### config.mk
export PLATFORM = sky130hd
export DESIGN_NAME = boot_mode_sequencer
export DESIGN_NICKNAME = d
export VERILOG_FILES = /design/src/boot_seq_pkg.sv /design/src/byte_pack_if.sv /design/src/byte_packer.sv /design/src/boot_mode_sequencer.sv
export VERILOG_INCLUDE_DIRS = /design/src
export SDC_FILE = /design/constraint.sdc
export NUM_CORES = 1
export LEC_CHECK = 0
export BUFFER_PORTS_ARGS = -buffer_cell sky130_fd_sc_hd__buf_4
export CELL_PAD_IN_SITES_DETAIL_PLACEMENT = 1
export CELL_PAD_IN_SITES_GLOBAL_PLACEMENT = 1
export CORE_MARGIN = 4
export CORE_UTILIZATION = 39
export CTS_CLUSTER_SIZE = 40
export DETAILED_ROUTE_END_ITERATION = 10
export GPL_ROUTABILITY_DRIVEN = 0
export GPL_TIMING_DRIVEN = 1
export PLACE_DENSITY_LB_ADDON = 0.1
export SYNTH_ARGS = -nofsm -noshare
export SYNTH_HDL_FRONTEND = slang
export SYNTH_SLANG_ARGS = --single-unit
### constraint.sdc
create_clock -name CORE_CLK -period 4 [get_ports CORE_CLK]
set_input_delay 0.4 -clock CORE_CLK [delete_from_list [all_inputs] [get_ports CORE_CLK]]
set_output_delay 0.4 -clock CORE_CLK [all_outputs]
set_load 0.05 [all_outputs]
### src/boot_seq_map.svh
// Constants for the boot mode sequencer.
`ifndef BOOT_SEQ_MAP_SVH
`define BOOT_SEQ_MAP_SVH
`define BOOT_COPY_BYTES 16'h0400
`define BOOT_COPY_WORDS 16'h0100
`define BOOT_SRC_BASE 32'h9000_0000
`define BOOT_DST_BASE 32'h0000_0000
`define BOOT_RESET_PC 32'h0000_0000
`define BOOT_MODE_NONE 2'h0
`define BOOT_MODE_HOST 2'h1
`define BOOT_MODE_MEM 2'h2
`define BOOT_HOST_SEL_PARALLEL 1'h0
`define BOOT_HOST_SEL_PCI 1'h1
`endif

### src/boot_seq_pkg.sv
// Types for the boot mode sequencer.
package boot_seq_pkg;
	typedef enum logic [1:0] {
		BOOT_NONE,
		BOOT_HOST,
		BOOT_MEM,
		BOOT_RSVD
	} boot_mode_type;
	typedef enum {
		ST_RESET,
		ST_HOST_WAIT,
		ST_COPY,
		ST_RUN
	} seq_state_type;
endpackage : boot_seq_pkg

### src/byte_pack_if.sv
// Interface between the byte packer and the sequencer.
`timescale 1ns/100ps
interface byte_pack_if;
	logic byte_valid;
	logic [7:0] byte_data;
	logic word_valid;
	logic [31:0] word_data;
	logic clear;
	modport packer (input byte_valid, input byte_data, input clear, output word_valid, output word_data);
	modport user (output byte_valid, output byte_data, output clear, input word_valid, input word_data);
endinterface : byte_pack_if

### src/byte_packer.sv
// Packs four consecutive ROM bytes into a 32-bit instruction word.
`timescale 1ns/100ps
module byte_packer (
	input wire logic clk,
	input wire logic rst,
	input wire logic big_endian,
	byte_pack_if.packer bp
);
	logic [1:0] cnt_q;
	logic [31:0] word_q;
	logic valid_q;

	// Bytes land in the lane picked by the configured byte order.
	always_ff @(posedge clk or posedge rst) begin
		if (rst) begin
			cnt_q <= 2'h0;
			word_q <= 32'h0000_0000;
			valid_q <= 1'b0;
		end else if (bp.clear) begin
			cnt_q <= 2'h0;
			valid_q <= 1'b0;
		end else begin
			valid_q <= bp.byte_valid && (cnt_q == 2'h3);
			if (bp.byte_valid) begin
				cnt_q <= cnt_q + 2'h1;
				if (big_endian) begin
					word_q[8*(3-cnt_q) +: 8] <= bp.byte_data;
				end else begin
					word_q[8*cnt_q +: 8] <= bp.byte_data;
				end
			end
		end
	end

	assign bp.word_valid = valid_q;
	assign bp.word_data = word_q;

	// One word follows every fourth accepted byte, one cycle later.
	word_after_four_a: assert property (@(posedge clk) disable iff (rst)
		bp.word_valid |-> $past(bp.byte_valid) && $past(cnt_q) == 2'h3) else $error("word without four bytes");
endmodule : byte_packer

### src/boot_mode_sequencer.sv
// Reset and boot mode sequencer that stalls, loads and releases the CPU.
// Function
// - Hold device in reset while reset high.
// - On release, start with sampled boot mode.
// - Host boot stalls CPU, releases other logic.
// - Host select 0 parallel, 1 PCI port.
// - Host may write and read all memory.
// - Interrupt bit unstalls CPU at address 0.
// - Boot interrupt is never latched as pending.
// - Interrupt releases stall only in host boot.
// - No further interrupts until software clears bit.
// - Memory boot copies 1K ROM to zero.
// - Pack 8-bit ROM bytes into 32-bit words.
// - Copy runs as one single-frame block.
// - Copy completion releases stall at address 0.
// - No boot runs immediately from address 0.
`timescale 1ns/100ps
`include "boot_seq_map.svh"
module boot_mode_sequencer
	import boot_seq_pkg::*;
#(
	parameter int COPY_WORDS = `BOOT_COPY_WORDS
) (
	input wire logic CORE_CLK,
	input wire logic RST,
	input wire logic [1:0] BOOT_MODE_SEL,
	input wire logic HOST_PORT_SEL,
	input wire logic BIG_ENDIAN,
	input wire logic HOST_TO_CPU_INTERRUPT_SET,
	input wire logic HOST_TO_CPU_INTERRUPT_CLR,
	input wire logic ROM_BYTE_VALID,
	input wire logic [7:0] ROM_BYTE_DATA,
	output logic ROM_BYTE_READY,
	output logic [31:0] ROM_ADDR,
	output logic MEM_WR_EN,
	output logic [31:0] MEM_WR_ADDR,
	output logic [31:0] MEM_WR_DATA,
	output logic PERIPH_RESET,
	output logic CPU_STALL,
	output logic [31:0] CPU_START_PC,
	output logic PARALLEL_HOST_PORT_EN,
	output logic PCI_PORT_EN,
	output logic HOST_MEM_ACCESS_EN,
	output logic HOST_TO_CPU_INTERRUPT,
	output logic CPU_INT_PENDING
);
	seq_state_type state_q;
	boot_mode_type mode_q;
	logic host_sel_q;
	logic sampled_q;
	logic int_bit_q;
	logic pending_q;
	logic [15:0] byte_cnt_q;
	logic [15:0] word_cnt_q;
	logic copy_done;
	byte_pack_if bp ();

	// The running test is needed by the flag logic, the stall and the host path alike.
	function automatic logic cpu_running(input seq_state_type s);
		return s == ST_RUN;
	endfunction : cpu_running

	byte_packer u_packer (
		.clk(CORE_CLK),
		.rst(RST),
		.big_endian(BIG_ENDIAN),
		.bp(bp)
	);

	// Straps are caught one clock after release, never under the asynchronous reset.
	always_ff @(posedge CORE_CLK or posedge RST) begin
		if (RST) begin
			sampled_q <= 1'b0;
			mode_q <= BOOT_NONE;
			host_sel_q <= 1'b0;
		end else if (!sampled_q) begin
			sampled_q <= 1'b1;
			mode_q <= boot_mode_type'(BOOT_MODE_SEL);
			host_sel_q <= HOST_PORT_SEL;
		end
	end

	assign copy_done = bp.word_valid && (word_cnt_q == 16'(COPY_WORDS - 1));

	// Main sequence; a reserved mode code behaves as no boot.
	always_ff @(posedge CORE_CLK or posedge RST) begin
		if (RST) begin
			state_q <= ST_RESET;
		end else begin
			unique case (state_q)
				ST_RESET: begin
					if (sampled_q) begin
						unique case (mode_q)
							BOOT_HOST: state_q <= ST_HOST_WAIT;
							BOOT_MEM: state_q <= ST_COPY;
							default: state_q <= ST_RUN;
						endcase
					end
				end
				ST_HOST_WAIT: begin
					if (int_bit_q && mode_q == BOOT_HOST) begin
						state_q <= ST_RUN;
					end
				end
				ST_COPY: begin
					if (copy_done) begin
						state_q <= ST_RUN;
					end
				end
				ST_RUN: state_q <= ST_RUN;
			endcase
		end
	end

	// Host-to-CPU bit: set wins over clear; a set while the bit stands is refused.
	always_ff @(posedge CORE_CLK or posedge RST) begin
		if (RST) begin
			int_bit_q <= 1'b0;
		end else if (HOST_TO_CPU_INTERRUPT_SET && !int_bit_q) begin
			int_bit_q <= 1'b1;
		end else if (HOST_TO_CPU_INTERRUPT_CLR && cpu_running(state_q)) begin
			int_bit_q <= 1'b0;
		end
	end

	// Only a set seen while the CPU runs becomes a pending interrupt.
	always_ff @(posedge CORE_CLK or posedge RST) begin
		if (RST) begin
			pending_q <= 1'b0;
		end else if (HOST_TO_CPU_INTERRUPT_SET && !int_bit_q && cpu_running(state_q)) begin
			pending_q <= 1'b1;
		end else if (HOST_TO_CPU_INTERRUPT_CLR) begin
			pending_q <= 1'b0;
		end
	end

	// Single-frame block copy: byte address walks up, word address follows packed words.
	always_ff @(posedge CORE_CLK or posedge RST) begin
		if (RST) begin
			byte_cnt_q <= 16'h0000;
			word_cnt_q <= 16'h0000;
			MEM_WR_EN <= 1'b0;
			MEM_WR_ADDR <= 32'h0000_0000;
			MEM_WR_DATA <= 32'h0000_0000;
		end else begin
			MEM_WR_EN <= 1'b0;
			if (ROM_BYTE_VALID && ROM_BYTE_READY) begin
				byte_cnt_q <= byte_cnt_q + 16'h0001;
			end
			if (state_q == ST_COPY && bp.word_valid) begin
				MEM_WR_EN <= 1'b1;
				MEM_WR_ADDR <= `BOOT_DST_BASE + {14'h0000, word_cnt_q, 2'h0};
				MEM_WR_DATA <= bp.word_data;
				word_cnt_q <= word_cnt_q + 16'h0001;
			end
		end
	end

	// Ready drops by itself once the whole image is taken, so a ROM that keeps valid high cannot overrun.
	assign ROM_BYTE_READY = (state_q == ST_COPY) && (byte_cnt_q < 16'(COPY_WORDS * 4));
	assign ROM_ADDR = `BOOT_SRC_BASE + {16'h0000, byte_cnt_q};
	assign bp.byte_valid = ROM_BYTE_VALID && ROM_BYTE_READY;
	assign bp.byte_data = ROM_BYTE_DATA;
	assign bp.clear = (state_q != ST_COPY);

	// Everything but the CPU leaves reset with the pin; the CPU waits for the boot path to finish.
	assign PERIPH_RESET = RST;
	assign CPU_STALL = !cpu_running(state_q);
	assign CPU_START_PC = `BOOT_RESET_PC;
	assign HOST_MEM_ACCESS_EN = (state_q == ST_HOST_WAIT) || cpu_running(state_q);
	assign PARALLEL_HOST_PORT_EN = HOST_MEM_ACCESS_EN && (host_sel_q == `BOOT_HOST_SEL_PARALLEL);
	assign PCI_PORT_EN = HOST_MEM_ACCESS_EN && (host_sel_q == `BOOT_HOST_SEL_PCI);
	assign HOST_TO_CPU_INTERRUPT = int_bit_q;
	assign CPU_INT_PENDING = pending_q;

	// In the reset state nothing may run, write to memory or open the host path.
	stall_in_reset_a: assert property (@(posedge CORE_CLK)
		state_q == ST_RESET |-> CPU_STALL && !MEM_WR_EN && !HOST_MEM_ACCESS_EN && !CPU_INT_PENDING)
		else $error("CPU not stalled in reset");

	// The straps caught at release are those on the pins then, and they stay put afterwards.
	strap_sample_a: assert property (@(posedge CORE_CLK) disable iff (RST)
		$rose(sampled_q) |-> mode_q == $past(BOOT_MODE_SEL) && host_sel_q == $past(HOST_PORT_SEL))
		else $error("strap not taken at release");
	mode_hold_a: assert property (@(posedge CORE_CLK) disable iff (RST)
		sampled_q |=> $stable(mode_q) && $stable(host_sel_q))
		else $error("strap changed");

	// Host boot holds the stall until the bit stands, then lets go one cycle later.
	host_stall_hold_a: assert property (@(posedge CORE_CLK) disable iff (RST)
		state_q == ST_HOST_WAIT && !int_bit_q |=> CPU_STALL)
		else $error("host boot unstalled early");
	host_release_a: assert property (@(posedge CORE_CLK) disable iff (RST)
		state_q == ST_HOST_WAIT && int_bit_q |=> !CPU_STALL)
		else $error("host bit did not release");
	port_route_a: assert property (@(posedge CORE_CLK) disable iff (RST)
		HOST_MEM_ACCESS_EN |-> (PCI_PORT_EN == host_sel_q) && (PARALLEL_HOST_PORT_EN == !host_sel_q))
		else $error("wrong host port");

	// The boot interrupt arrives under the stall and must never turn into a pending one.
	no_pending_boot_a: assert property (@(posedge CORE_CLK) disable iff (RST)
		CPU_STALL |=> !CPU_INT_PENDING || $past(CPU_INT_PENDING))
		else $error("boot interrupt latched");
	pend_run_only_a: assert property (@(posedge CORE_CLK) disable iff (RST)
		$rose(CPU_INT_PENDING) |-> $past(state_q) == ST_RUN)
		else $error("pending set outside run");
	bit_refuse_a: assert property (@(posedge CORE_CLK) disable iff (RST)
		int_bit_q && state_q != ST_RUN |=> int_bit_q)
		else $error("bit cleared while stalled");

	// Memory boot: only the last packed word ends the stall, whatever the host bit does.
	mem_stall_hold_a: assert property (@(posedge CORE_CLK) disable iff (RST)
		state_q == ST_COPY && !copy_done |=> CPU_STALL)
		else $error("copy stall ended early");
	copy_stall_a: assert property (@(posedge CORE_CLK) disable iff (RST)
		MEM_WR_EN |-> CPU_STALL || $past(copy_done))
		else $error("copy write while running");
	copy_addr_a: assert property (@(posedge CORE_CLK) disable iff (RST)
		MEM_WR_EN |-> MEM_WR_ADDR[1:0] == 2'h0 && (MEM_WR_ADDR - `BOOT_DST_BASE) < 32'(COPY_WORDS * 4))
		else $error("copy write outside image");
	copy_word_write_a: assert property (@(posedge CORE_CLK) disable iff (RST)
		state_q == ST_COPY && bp.word_valid |=> MEM_WR_EN && MEM_WR_DATA == $past(bp.word_data))
		else $error("packed word not written");
	mem_copy_release_a: assert property (@(posedge CORE_CLK) disable iff (RST)
		state_q == ST_COPY && copy_done |=> !CPU_STALL)
		else $error("copy end did not release");

	// No boot runs from the second edge after release.
	no_boot_run_a: assert property (@(posedge CORE_CLK) disable iff (RST)
		$rose(sampled_q) && mode_q == BOOT_NONE |=> !CPU_STALL)
		else $error("no boot stalled");
endmodule : boot_mode_sequencer

==> results.sh, run 1 <==
export IMPL_via_per_inst=4.73
export IMPL_fin_crit_ns=2.31
export IMPL_die_area_um2=16500
export IMPL_ctsHtreeMaxLevel=4
export IMPL_dr_pass1_iters=4
export IMPL_grt_use_total_pct=17.3
export IMPL_initial_core_util_pct=40.3
export IMPL_p_leak_uw=0.00359
export IMPL_multi_input_area_um2=2150
export IMPL_root_buffer="clkbuf_16"
export IMPL_dp_final_hpwl_um=9380
export IMPL_synth_most_common_cell="nand2_1"
export IMPL_dp_cells=834
export IMPL_cts_hold_buf=0
export IMPL_drv_slew=0
export IMPL_cts_resized=0
export IMPL_fmax_mhz=433
export IMPL_dr_first_iter_drc_count=240
export IMPL_setup_tns_ns=0
export IMPL_critPathMaxFanout=13
export IMPL_crit_type="register to register"
export IMPL_timing_rr_start="u_packer.cnt_q[0]"
export IMPL_arrival_ns=2.64
export IMPL_async_reset_ff_share_pct=100
export IMPL_final_antenna_net_count=0
export IMPL_syn_avg_cell_area_um2=9.59
export IMPL_ios=154
export IMPL_stdcell_count=866
export IMPL_detailroute_via_count=4099
export IMPL_crit_path_start_kind="register"
export IMPL_ys_seq_elements=124
export IMPL_area_delta_synth_final_pct=21.0
export IMPL_clk_latency_ns=0.42
export IMPL_grt_start_max_net_pins=73
export IMPL_cp_end_kind="register"
export IMPL_cts_buffers=17
export IMPL_clockBufferDepth=2
export IMPL_preCtsSetupSlack_ns=1.71
export IMPL_synthCells=590
export IMPL_wl_per_cell_um=15.5
export IMPL_grt_pass1_wl_um=22600
export IMPL_worstMarginPinSlew_ns=0.896
export IMPL_synth_cell_types=43
export IMPL_netlist_top_cells_area="dfrtp_1, nand2_1, buf_4, xnor2_1, o31ai_1"
export IMPL_cp_data_required_time_ns=4.33
export IMPL_grt_setup_unrepaired="false"
export IMPL_post_cts_buffers=0
export IMPL_ff2ff_setup_slack_ns=1.69
export IMPL_drc=0
export IMPL_placement_io_buffers=89
export IMPL_grt_pass1_vias=4385
export IMPL_antenna_found_initial=0
export IMPL_diodes=0
export IMPL_netlist_area_um2=5660
export IMPL_ys_seq_area_share_pct=54.8
export IMPL_synthFlopType="dfrtp_1"
export IMPL_timing_final_hold_violations=0
export IMPL_r2r_end="u_packer.bp.word_data[5]"
export IMPL_rows=43
export IMPL_die_h_um=128
export IMPL_crit_slowest_cell="dfrtp_1"
export IMPL_outcome="finished clean"
export IMPL_synth_common_cells="nand2_1, dfrtp_1, buf_4, o21ai_0, clkbuf_1"
export IMPL_reg2regPathDepth=6
export IMPL_synth_area_leader_cell="dfrtp_1"
export IMPL_cts_sinks=124
export IMPL_synth_edf_count=0
export IMPL_path_clk_slew_ns=0.06
export IMPL_num_fill_cells=1591
export IMPL_overflow=0
export IMPL_fin_nets=698
export IMPL_fp_dieW_um=128
export IMPL_coreArea_um2=14000
export IMPL_setup_viol=0
export IMPL_max_slew_margin_pct=40.3
export IMPL_cp_num_buf_inv=1
export IMPL_synth_top_cell_area_share_pct=54.8
export IMPL_hold_class="input port to async pin"
export IMPL_cap_violations=0
export IMPL_yosysWarnings=0
export IMPL_fin_worst_skew_ns=0.00824
export IMPL_layout_setup_ws_ns=1.69
export IMPL_path_cells="inv_1 > ha_1 > nand4bb_1 > o22ai_1 > nand2_1 > o21ai_0"
export IMPL_max_stage_delay_ns=0.56
export IMPL_totalWireLength_um=13400
export IMPL_power_density_nw_per_um2=539
export IMPL_ff_latch_area_um2=3100
export IMPL_drive_gt1_share_pct=19.4
export IMPL_irDropWorstVdd_mv=0.345
export IMPL_cts_tree="yes"
export IMPL_finalCritPeriodShare_pct=57.7
export IMPL_critical_path_top_delay_family="compound AO/OA/AOI/OAI gates"
-- registers in the layout, summed over array words and instances, names as in the netlist, 2 cells and up --
signal / count
MEM_WR_ADDR: 16
MEM_WR_DATA: 32
byte_cnt_q: 16
mode_q: 2
state_q: 2
u_packer.bp.word_data: 32
u_packer.cnt_q: 2
word_cnt_q: 16
-- cells in the final DEF, fill, tap and decap left out, types with 8 or more instances in the layout --
master,instances
xor2_1,8
nand3_1,11
xnor2_1,16
clkbuf_16,17
conb_1,65
buf_4,93
ha_1,8
inv_1,10
o21ai_0,19
nand4_1,12
nand2_1,214
o31ai_1,17
dfrtp_1,124
-- routing by layer --
metal	GRT usage, %	wire length [um]	vias to the layer above
li1	-	-	1956
met1	23.3	6200	2011
met2	26.3	6200	112
met3	4.69	789	20
met4	7.49	254	0
met5	0	0	-
-- per-stage QoR --
step                hold WS, ns  area [um^2]  total power, uW  util (%)
floorplan                 0.439         5900             1980         -
global placement          0.443         6220             2070      44.3
detailed placement        0.448         6220             2090      44.3
CTS                       0.163         6850             3730      48.8
global route              0.164         6850             3860      48.8
finish                    0.171         6850             3690      48.8
-- power by group --
| part | switching, uW | total (uW) | internal (uW) | leakage (uW) |
|---|---|---|---|---|
| clock | 545 | 1620 | 1080 | 0.000310 |
| sequential | 97.0 | 1450 | 1360 | 0.00169 |
| combinational | 456 | 613 | 157 | 0.00159 |
| total | 1100 | 3690 | 2590 | 0.00359 |
-- area by class of cell --
class | instances | area share, %
clock buffers | 26 | 7.58
repair buffers | 93 | 10.2
multi-input cells | 425 | 31.4
flip-flops and latches | 124 | 45.3
inverters | 12 | 0.694
clock inverters | 6 | 1.53
well taps | 180 | 3.29
-- kinds of logic (layout without fill, tap and decap cells) --
kind of cell,after synthesis,after routing,synth area share (%)
buffers and inverters,104,137,11.4
other,2,65,0.133
xor gates and xnor gates,24,24,3.71
and+or+nand+nor,276,276,21.6
AOI/OAI and AO/OA,45,45,5.17
DFF,124,124,54.8
adders and majority gates,8,8,1.77
muxes,7,7,1.39
-- how the worst max path moves through the flow --
stage	slack (ns)	from	end	cells after the start
after CTS	1.67	u_packer.cnt_q[0]	u_packer.bp.word_data[5]	6
after floorplan	0.30	RST	CPU_INT_PENDING	1
after global placement	1.85	u_packer.cnt_q[0]	u_packer.bp.word_data[5]	6
after detailed placement	1.71	u_packer.cnt_q[0]	u_packer.bp.word_data[5]	6
final	1.69	u_packer.cnt_q[0]	u_packer.bp.word_data[5]	6
after global routing	1.46	u_packer.cnt_q[0]	u_packer.bp.word_data[5]	6
Note: power is estimated with default switching activity, not from simulation.
==> run 2, diff against run 1 <==
Settings changed: CORE_UTILIZATION 39 to 36.
Clock period 4 ns to 2 ns, I/O delays scaled along.
==> run 2 against run 1 <==
Effect of this change: the run now ends with hold timing left; die area is 7.8% higher; non-clock buffer count is 13 higher; sequential cell count unchanged; worst setup slack got worse by 1.5 ns; final cell count increased by 5.1%; critical path depth shrank 2; sequential power grew 99%; clock power rose by 85%; via count up 0.41%; register-to-register slack got worse by 1.5 ns; sequential share of layout area is 0.83 points lower; count of clock-buffer cells in the layout fell by 2; critical endpoint is now ROM_BYTE_READY.
==> results.sh, run 2 (synthesis gave the netlist of run 1 again) <==
export IMPL_detailroute_via_count=4116
export IMPL_crit_slowest_cell="dfrtp_1"
export IMPL_fin_nets=711
export IMPL_path_cells="nor4b_4 > buf_4 > and2_1 > buf_4"
export IMPL_timing_rr_start="word_cnt_q[2]"
export IMPL_drc=0
export IMPL_drv_slew=0
export IMPL_p_leak_uw=0.00365
export IMPL_via_per_inst=4.52
export IMPL_cp_data_required_time_ns=1.80
export IMPL_drive_gt1_share_pct=20.9
export IMPL_violations="hold timing"
export IMPL_p_seq_share_pct=40.2
export IMPL_worstMarginPinSlew_ns=0.664
export IMPL_area_delta_synth_final_pct=23.3
export IMPL_initial_core_util_pct=37.0
export IMPL_critPathMaxFanout=7
export IMPL_diodes=0
export IMPL_dp_final_hpwl_um=9180
export IMPL_fp_dieW_um=133
export IMPL_fmax_mhz=546
export IMPL_crit_path_start="byte_cnt_q[15]"
export IMPL_p_switching_uw=2200
export IMPL_ctsHtreeMaxLevel=4
export IMPL_layout_common_cells="nand2_1, dfrtp_1, buf_4"
export IMPL_finalCritPeriodShare_pct=91.6
export IMPL_ff_latch_area_um2=3100
export IMPL_grt_pass1_wl_um=21700
export IMPL_outcome="finished with violations"
export IMPL_placement_io_buffers=89
export IMPL_power_density_nw_per_um2=1030
export IMPL_root_buffer="clkbuf_16"
export IMPL_setup_viol=0
export IMPL_clk_latency_ns=0.41
export IMPL_coreArea_um2=15300
export IMPL_fin_crit_ns=1.83
export IMPL_timing_final_hold_violations=1
export IMPL_swShare_pct=30.6
export IMPL_grt_use_total_pct=15.2
export IMPL_grt_pass1_vias=4295
export IMPL_hold_ws_ns=-0.000297
export IMPL_reg2regPathDepth=4
export IMPL_rows=45
export IMPL_cp_num_buf_inv=2
export IMPL_cts_tree="yes"
export IMPL_die_area_um2=17800
export IMPL_pwr_share_comb_pct=18.2
export IMPL_irDropWorstVdd_mv=0.633
export IMPL_antenna_found_initial=0
export IMPL_crit_type="register to output port"
export IMPL_fin_worst_skew_ns=0.00625
export IMPL_clkPwrFrac_pct=41.6
export IMPL_final_common_cell="nand2_1"
export IMPL_p_int_uw=4990
export IMPL_ff2ff_setup_slack_ns=0.18
export IMPL_dr_pass1_iters=5
export IMPL_multi_input_area_um2=2160
export IMPL_final_antenna_net_count=0
export IMPL_layout_setup_ws_ns=0.168
export IMPL_cpMostUsedCell="buf_4"
export IMPL_path_clk_slew_ns=0.05
export IMPL_dr_first_iter_drc_count=228
export IMPL_ios=154
export IMPL_hold_class="input port to async pin"
export IMPL_crit_path_start_kind="register"
export IMPL_die_h_um=133
export IMPL_critical_path_top_delay_family="flip-flops"
export IMPL_num_fill_cells=1798
export IMPL_cts_sinks=124
export IMPL_wl_per_cell_um=14.4
export IMPL_totalWireLength_um=13100
export IMPL_max_stage_delay_ns=0.42
export IMPL_max_slew_margin_pct=55.7
export IMPL_arrival_ns=1.63
export IMPL_grt_start_max_net_pins=125
export IMPL_setup_tns_ns=0
export IMPL_clockBufferDepth=2
export IMPL_cap_violations=0
export IMPL_preCtsSetupSlack_ns=0.0391
export IMPL_cts_buffers=17
export IMPL_grt_setup_unrepaired="false"
export IMPL_r2r_end="word_cnt_q[15]"
export IMPL_overflow=0
export IMPL_fin_util_pct=45.5
export IMPL_cp_end_kind="output port"
## run 2: stage by stage
step           hold WS, ns  cells  area (um^2)  total power [uW]
6_report         -0.000297    910         6980              7190
3_5_place_dp         0.399    874         6360              4230
5_1_grt             0.0171    910         6980              7520
3_3_place_gp         0.393    874         6360              4200
2_1_floorplan        0.294    653         5900              3950
4_1_cts            0.00522    908         6950              7260
## run 2: power by group through the flow
stage                     registers (uW)  clock network, uW  logic (uW)
after CTS                           2890               3050        1320
final                               2890               2990        1310
after floorplan                     3070                  0         880
after global routing                2920               3170        1430
after detailed placement            2930                  0        1300
after global placement              2930                  0        1270
## run 2: area by class of cell
type	count	share of cell area, %
Sequential cell	124	44.5
Multi-Input combinational cell	425	31.0
Inverter	12	0.700
Clock buffer	24	6.91
Timing Repair Buffer	106	11.8
Clock inverter	8	1.29
Tap cell	211	3.78
## run 2: worst max-delay path by stage
stage | endpoint | slack [ns] | depth (start not counted)
6_report | ROM_BYTE_READY | 0.17 | 4
5_1_grt | u_packer.bp.word_data[6] | 0.007 | 7
4_1_cts | ROM_BYTE_READY | 0.05 | 3
3_5_place_dp | u_packer.bp.word_data[6] | 0.04 | 6
3_3_place_gp | word_cnt_q[15] | 0.17 | 4
2_1_floorplan | u_packer.bp.word_data[25] | 0.07 | 7
## run 2: worst register-to-register path: stages (launching register included)
cell and delay, ns:
dfrtp_1 0.44, nand4_1 0.25, or4_1 0.66, nor3_1 0.21
xor2_1 0.18
## run 2: timing repair
| action | 4_1_cts | 5_1_grt |
|---|---|---|
| resized for setup | 0 | 2 |
| setup buffers | 1 | 2 |
| endpoints found under the hold margin | 1 | 0 |
| hold buffers | 1 | 0 |
| pin swaps | 1 | 2 |
| endpoints found under the setup margin | 1 | 10 |
## run 2: routing by layer
metal,share of wire (%),routed length [um],track usage (%),up-vias
li1,-,-,-,1976
met1,47,6150,20.7,2004
met2,47,6190,23.7,122
met3,4.6,602,3.74,14
met4,1.5,201,5.83,0
met5,0,0,0,-
